$ cat src/hdl/phts_map.svh
// constants for the power-up and halt/trap selection block
`ifndef PHTS_MAP_SVH
`define PHTS_MAP_SVH
`define PHTS_ADDR_W        22
`define PHTS_MEM_LIMIT     23'h080000
`define PHTS_PC_LOC        22'h000014
`define PHTS_PSW_LOC       22'h000016
`define PHTS_HALT_VEC      22'h000008
`define PHTS_CHAIN_N       8
`endif

$ cat src/hdl/phts_pkg.sv
// types for the power-up and halt/trap selection block
`default_nettype none
package phts_pkg;
  typedef enum logic [1:0] {
    PHTS_MODE_VECTOR  = 2'b00,
    PHTS_MODE_MONITOR = 2'b01,
    PHTS_MODE_BOOT    = 2'b10,
    PHTS_MODE_EXTMC   = 2'b11
  } phts_mode_t;
  typedef enum logic [1:0] {
    PHTS_HALT_NONE    = 2'b00,
    PHTS_HALT_MONITOR = 2'b01,
    PHTS_HALT_TRAP    = 2'b10
  } phts_halt_t;
  typedef enum logic [1:0] {
    PHTS_ST_RESET = 2'b00,
    PHTS_ST_START = 2'b01,
    PHTS_ST_RUN   = 2'b10
  } phts_state_t;
endpackage : phts_pkg
`default_nettype wire

$ cat src/hdl/phts_grant_chain.sv
// daisy-chained bus grant passing in slot order
`timescale 1ns/1ps
`default_nettype none
module phts_grant_chain #(
  parameter int N = 8
) (
  input  wire logic         grant_in,
  input  wire logic [N-1:0] request,
  output logic      [N-1:0] grant_out,
  output logic      [N-1:0] claim
);
  logic [N:0] pass;
  always_comb begin
    pass[0] = grant_in;
    for (int i = 0; i < N; i++) begin
      claim[i]     = pass[i] & request[i];   // RQ6
      grant_out[i] = pass[i] & ~request[i];  // RQ5
      pass[i+1]    = grant_out[i];           // RQ5
    end
  end
endmodule : phts_grant_chain
`default_nettype wire

$ cat src/hdl/phts_top.sv
// power-up mode, halt/trap selection, grant chain and address limit
// Summary of operation
// RQ1 - two straps pick start: vector at 24/26, monitor, bootstrap, extended microcode
// RQ2 - strap removed: kernel halt enters the console debug monitor
// RQ3 - strap installed: kernel halt traps through vector 10 octal
// RQ4 - user-mode halt always traps to 10 octal, strap ignored
// RQ5 - grant passes serially slot by slot unless a module claims it
// RQ6 - module nearer the processor wins when several request together
// RQ7 - 22-bit addresses, physical memory limited to 512K bytes
// RQ8 - straps sampled at reset release, held until next srst reset
`timescale 1ns/1ps
`default_nettype none
`include "phts_map.svh"
module phts_top #(
  parameter int N = `PHTS_CHAIN_N
) (
  input  wire logic                     ref_clk,
  input  wire logic                     srst,
  input  wire logic [1:0]               mode_strap,
  input  wire logic                     halt_trap_strap,
  input  wire logic                     halt_exec,
  input  wire logic                     user_mode,
  input  wire logic                     grant_in,
  input  wire logic [N-1:0]             request,
  input  wire logic [`PHTS_ADDR_W-1:0]  phys_addr,
  output var phts_pkg::phts_mode_t      start_mode,
  output logic                          start_valid,
  output logic [`PHTS_ADDR_W-1:0]       start_pc_addr,
  output logic [`PHTS_ADDR_W-1:0]       start_psw_addr,
  output var phts_pkg::phts_halt_t      halt_action,
  output logic [`PHTS_ADDR_W-1:0]       trap_vector,
  output logic [N-1:0]                  grant_out,
  output logic [N-1:0]                  claim,
  output logic                          addr_in_range
);
  import phts_pkg::*;
  ////////////////////////////////////////////////////////////////////////////
  // decode helpers
  function automatic phts_mode_t strap_mode(
    input logic [1:0] straps
  );
    phts_mode_t m;
    case (straps)
      2'h0: begin
        m = PHTS_MODE_VECTOR;                        // RQ1
      end
      2'h1: begin
        m = PHTS_MODE_MONITOR;                       // RQ1
      end
      2'h2: begin
        m = PHTS_MODE_BOOT;                          // RQ1
      end
      2'h3: begin
        m = PHTS_MODE_EXTMC;                         // RQ1
      end
      default: begin
        m = PHTS_MODE_VECTOR;
      end
    endcase
    return m;
  endfunction : strap_mode
  function automatic phts_halt_t halt_select(
    input logic user,
    input logic trap_inst
  );
    phts_halt_t sel;
    if (user) begin
      sel = PHTS_HALT_TRAP;                          // RQ4
    end else if (trap_inst) begin
      sel = PHTS_HALT_TRAP;                          // RQ3
    end else begin
      sel = PHTS_HALT_MONITOR;                       // RQ2
    end
    return sel;
  endfunction : halt_select
  function automatic logic below_limit(
    input logic [`PHTS_ADDR_W-1:0] addr
  );
    logic [`PHTS_ADDR_W:0] wide;
    wide = {1'b0, addr};
    return (wide < `PHTS_MEM_LIMIT);                 // RQ7
  endfunction : below_limit
  ////////////////////////////////////////////////////////////////////////////
  // strap synchronisers
  logic [1:0] mode_s1;
  logic [1:0] mode_s2;
  logic [1:0] next_mode_s1;
  logic [1:0] next_mode_s2;
  logic       ht_s1;
  logic       ht_s2;
  logic       next_ht_s1;
  logic       next_ht_s2;
  always_comb begin
    next_mode_s1 = mode_strap;
    next_mode_s2 = mode_s1;
    next_ht_s1   = halt_trap_strap;
    next_ht_s2   = ht_s1;
  end
  always_ff @(posedge ref_clk) begin
    mode_s1 <= next_mode_s1;
    mode_s2 <= next_mode_s2;
    ht_s1   <= next_ht_s1;
    ht_s2   <= next_ht_s2;
  end
  ////////////////////////////////////////////////////////////////////////////
  // start-up sequence
  phts_state_t state;
  phts_state_t next_state;
  phts_mode_t  mode;
  phts_mode_t  next_mode;
  logic        ht_inst;
  logic        next_ht_inst;
  logic        valid;
  logic        next_valid;
  always_comb begin
    next_state   = state;
    next_mode    = mode;
    next_ht_inst = ht_inst;
    next_valid   = 1'b0;
    case (state)
      PHTS_ST_RESET: begin
        next_state = PHTS_ST_START;
      end
      PHTS_ST_START: begin
        next_mode    = strap_mode(mode_s2);    // RQ8
        next_ht_inst = ht_s2;                  // RQ8
        next_valid   = 1'b1;
        next_state   = PHTS_ST_RUN;
      end
      PHTS_ST_RUN: begin
        next_state = PHTS_ST_RUN;
      end
      default: begin
        next_state = PHTS_ST_RESET;
      end
    endcase
  end
  always_ff @(posedge ref_clk) begin
    if (srst) begin
      state   <= PHTS_ST_RESET;
      mode    <= PHTS_MODE_VECTOR;
      ht_inst <= 1'b0;
      valid   <= 1'b0;
    end else begin
      state   <= next_state;
      mode    <= next_mode;
      ht_inst <= next_ht_inst;
      valid   <= next_valid;
    end
  end
  assign start_mode     = mode;                      // RQ1
  assign start_valid    = valid;
  assign start_pc_addr  = `PHTS_PC_LOC;              // RQ1
  assign start_psw_addr = `PHTS_PSW_LOC;             // RQ1
  ////////////////////////////////////////////////////////////////////////////
  // halt handling
  phts_halt_t act;
  phts_halt_t next_act;
  logic       halt_taken;
  always_comb begin
    next_act   = PHTS_HALT_NONE;
    halt_taken = halt_exec && (state == PHTS_ST_RUN);
    if (halt_taken) begin
      next_act = halt_select(user_mode, ht_inst);
    end
  end
  always_ff @(posedge ref_clk) begin
    if (srst) begin
      act <= PHTS_HALT_NONE;
    end else begin
      act <= next_act;
    end
  end
  assign halt_action = act;
  assign trap_vector = `PHTS_HALT_VEC;               // RQ3
  ////////////////////////////////////////////////////////////////////////////
  // grant chain and address range
  phts_grant_chain #(.N(N)) u_chain (
    .grant_in  (grant_in),
    .request   (request),
    .grant_out (grant_out),
    .claim     (claim)
  );
  assign addr_in_range = below_limit(phys_addr);                 // RQ7
endmodule : phts_top
`default_nettype wire

$ cat config.mk
export PLATFORM = sky130hd
export DESIGN_NAME = phts_top
export DESIGN_NICKNAME = d
export VERILOG_FILES = /design/src/hdl/phts_pkg.sv /design/src/hdl/phts_grant_chain.sv /design/src/hdl/phts_top.sv
export VERILOG_INCLUDE_DIRS = /design/src /design/src/hdl
export SDC_FILE = /design/constraint.sdc
export NUM_CORES = 1
export LEC_CHECK = 0
export ABC_AREA = 1
export BUFFER_PORTS_ARGS = -buffer_cell sky130_fd_sc_hd__buf_2
export CORE_ASPECT_RATIO = 0.75
export CORE_MARGIN = 3
export CORE_UTILIZATION = 25
export DETAILED_ROUTE_END_ITERATION = 8
export SLEW_MARGIN = 20
export SYNTH_ARGS = -nofsm -noshare
export SYNTH_HDL_FRONTEND = slang
export SYNTH_HIERARCHICAL = 1
export SYNTH_SLANG_ARGS = --single-unit
$ cat constraint.sdc
create_clock -name ref_clk -period 1.77 [get_ports ref_clk]
set_input_delay 0.0885 -clock ref_clk [delete_from_list [all_inputs] [get_ports ref_clk]]
set_output_delay 0.0885 -clock ref_clk [all_outputs]
set_load 0.005 [all_outputs]
## Word-level counts from Yosys, hierarchy flattened

Index checks and enable logic that the tools add are counted.

- $lt $le $gt $ge: 1
- Equal/unequal tests: 5
- Muxes and demuxes: 5
- Bitwise logic cells: 25
- Reductions and logical operators: 6

Operator list:

| operator | number |
|---|---|
| $lt A22 B20 Y1 const B | 1 |
| $and A1 B1 Y1 | 16 |
| $not A1 Y1 | 9 |
| $pmux W2 S4 | 1 |
| $eq A2 B2 Y1 const B | 3 |
| $eq A2 B1 Y1 const B | 2 |
| $logic_not A2 Y1 | 2 |
| $mux W2 | 2 |
| $pmux W2 S2 | 1 |
| $reduce_or A2 Y1 | 2 |
| $reduce_or A3 Y1 | 1 |
| $logic_and A1 B1 Y1 | 1 |
| $mux W1 | 1 |

- Register bits after elaboration: 14
- Output and inout bits: 88
- Word-level logic and storage cells: 52

## Depth between registers and ports, before layout

- Word-level depth: 9
- Mapped depth: 6
- Depth with buffers taken out: 6

## Cells and area by module

The synthesis kept the hierarchy.

Modules (own cells, without submodules):

| module | times used | cells an instance | area an instance (µm²) | seq. area each (µm²) |
|---|---|---|---|---|
| phts_top | 1 | 115 | 935.9 | 280.3 |
| phts_grant_chain | 1 | 30 | 156.4 | 0.0 |

## Worst setup path after synthesis

No wires, ideal clock.

- Path kind: reg-to-reg
- Start point: register state[1]
- End point: register ht_inst
- Library setup time: 0.113 ns
- Data arrival time: 0.738 ns
- Data required time: 1.657 ns
- Path slack: 0.919 ns
- Stages on the path, launching flop included: 5
- Clock period less this slack: 0.851 ns
- Path through: dfxtp_1 -> inv_1 -> ha_1 -> nor2_1 -> nor2_1

- Word-level cells in the longest chain between the ends: 1

RTL lines:

| item | RTL line | source |
|---|---|---|
| start: declaration | phts_top.sv:107 | `phts_state_t state;` |
| start signal: assignment | phts_top.sv:145 | `state <= next_state;` |
| $eq A2 B1 Y1 | phts_top.sv:120 | `case (state)` |
| end signal: assignment | phts_top.sv:147 | `ht_inst <= next_ht_inst;` |
| end: declaration | phts_top.sv:111 | `logic ht_inst;` |

Every way passes these cells.
A chain may end at the register's enable or synchronous reset.

## Worst setup path after layout

- Start point: input port request[0]
- End point: output port claim[7]

- Word-level cells in the longest chain between the ends: 9

RTL lines:

| item | RTL line | source |
|---|---|---|
| start: declaration | phts_top.sv:24 | `input wire logic [N-1:0] request,` |
| $not A1 Y1 | phts_grant_chain.sv:17 | `grant_out[i] = pass[i] & ~request[i];` |
| $and A1 B1 Y1 (7 in series) | phts_grant_chain.sv:17 |  |
| $and A1 B1 Y1 | phts_grant_chain.sv:16 | `claim[i] = pass[i] & request[i];` |
| end: declaration | phts_top.sv:33 | `output logic [N-1:0] claim,` |

Every way passes these cells.

==> results.md <==
* Initial core utilization at 0.265
* P per Cell Area at 660 mW/mm^2
* Mapped Cells at 145
* CP Launch Point: request[0]
* Post-layout minimum cycle time at 984 ps
* Min-Delay Startpoint: srst
* Most frequent cells in the layout: 66 x conb_1, 40 x buf_2, 21 x inv_1, 18 x nor2_1, 14 x dfxtp_1
* Violation count after the first detailed-route iteration at 3
* Area growth syn-to-layout at 7.79%
* Commonest non-fill, non-tap cell in the layout: conb_1
* Syn Area/Cell at 7.53 um^2
* R2R Setup Slk at 820 ps
* Setup TNS at 0 ps
* Critical Path Start Type: input pin
* Worst EP required at 1680 ps
* Netlist area before placement at 0.00109 mm^2
* Hold Path End: state[1]
* Crit-path max FO at 5
* Setup CP Type: input pin to output pin
* DP Worst Slack at 765 ps
* Setup ws final at 786 ps
* Hold Buf Count CTS at 3
* Post_cts resized at 0
* Worst-path clk slew at 50 ps
* Die area at 0.00521 mm^2
* First-pass GRT wire length at 2370 um
* FF-to-FF Start: state[1]
* Status: finished clean
* Fin util at 0.285
* Worst hold stages at 2
* WL final at 1670 um
* Maximum VDD drop at 505 uV
* Initial antenna violation count at 0
* Largest net degree at the start of global routing at 8
* Met3 usage at 0.0171
* GR Layer Usage met1 at 0.0556
* Routed Antenna Nets at 0
* RSZ-0062 raised after global routing: false
* Hpwl dp at 1510 um
* Fin crit share at 0.556
* GRT overflow at 0
* Antenna Cells at 0
* Drt wl/cell at 6.85 um
* Top Usage Layer GRT: met2
* Via count at 744
* Final net count at 232
* Max incr delay on CP at 140 ps
* Highest clock rate at 1020 MHz
* Layout cells sized above 1 at 0.265
* Netlist cell types at 14
* Yosys warning count at 6
* Worst Path Arrival at 900 ps
* Detailed-route DRC error count at 0
* MaxCap Viol Count at 0
* H-tree levels at 1
* Die width at 82.3 um
* Seq/Total Area, Yosys at 0.257
* Crit Reg-Reg Endpoint: start_mode[1]
* Chip height at 63.2 um
* Final Hold Violating Endpoints at 0
* I/O pins at 126
* Clock Latency Late Sink at 240 ps
* Core Area at 0.00413 mm^2
* Synth Register Bits at 14
* Clk Tree Root Cell: clkbuf_8
* Vias in the first global route at 595
* Slowest CP cell: buf_2
* Fin Clk Skew at 0.691 ps
* Crit. End Element: output pin
* CTS tree: built
* Register-to-Register Path Depth at 5
* Cts bufs inserted at 3
* Total track usage at 0.0584
* Leakage at 0.773 nW
* First-pass DRT Iterations at 3
* CP cell instances: buf_2 -> nor2_4 -> nand4_4 -> nor2_4 -> nand3_2 -> nor2_1 -> buf_2
* Hold Crit Class: input pin to flop
* GP Congestion at 0.684
* Std cell rows at 20
* Number of port buffers at 40
* Final setup fails at 0
* Slew Limit Fails at 0
* Met2 Usage GRT at 0.109
* Vias per inst at 3.05
* # Post-CTS Setup Buffers at 0
* Clk buf depth at 2
* Total clock sinks at 14
synth_stat cells (all sizes together):
cell type | number | area, um^2
ha | 3 | 37.5
nand3 | 2 | 15.0
nor2 | 20 | 90.1
buf | 66 | 495
nand2 | 9 | 33.8
nor3 | 3 | 15.0
nand4 | 1 | 21.3
dfxtp | 14 | 280
conb | 2 | 7.51
inv | 24 | 90.1
nor4 | 1 | 6.26
worst max-delay path, delay by kind of cell:
| kind | cells | cell delay (ps) |
|---|---|---|
| buffers and inverters | 2 | 250 |
| AND/OR/NAND/NOR | 5 | 550 |
where the power goes:
| part | switching [mW] | total [mW] | internal, mW |
|---|---|---|---|
| Sequential | 0.0126 | 0.360 | 0.347 |
| Combinational | 0.106 | 0.168 | 0.0620 |
| Clock | 0.0990 | 0.249 | 0.150 |
metrics by stage:
step	hold WS, ps	instance area [um^2]	cells	total power [mW]
after floorplan	116	1330	209	0.575
after global placement	191	1110	238	0.523
after detailed placement	194	1110	238	0.528
after CTS	62.3	1180	244	0.787
after global routing	65.6	1180	244	0.845
final	65.7	1180	244	0.777
per-layer routing:
layer / vias up / share of wire
li1: 378 / -
met1: 321 / 0.32
met2: 41 / 0.55
met3: 4 / 0.11
met4: 0 / 0.020
met5: - / 0
state kept, by name, summed over array words and instances (netlist names):
register,cells
ht_inst,1
halt_action,2
state,2
start_mode,2
mode_s1,2
ht_s1,1
mode_s2,2
ht_s2,1
start_valid,1
cells by family after synthesis:
family,Yosys count,synth area share
adder cells (fa/ha/maj),3,0.0344
buffers and inverters,90,0.536
flip-flops,14,0.257
other,2,0.00688
AND/OR/NAND/NOR,36,0.166
worst max path at each step:
stage	to	slack (ps)	depth (start not counted)
6_report	claim[7]	790	7
5_1_grt	grant_out[7]	660	7
2_1_floorplan	ht_inst	920	4
4_1_cts	claim[7]	760	7
3_3_place_gp	grant_out[7]	770	7
3_5_place_dp	claim[7]	760	7
area by class of cell:
class	count	area, um^2
Fill cell	459	2950
Multi-Input combinational cell	105	467
Sequential cell	14	280
Timing Repair Buffer	43	230
Inverter	24	90.1
Tap cell	55	68.8
Clock buffer	3	41.3
No activity file was read; power rests on OpenSTA's default activity.
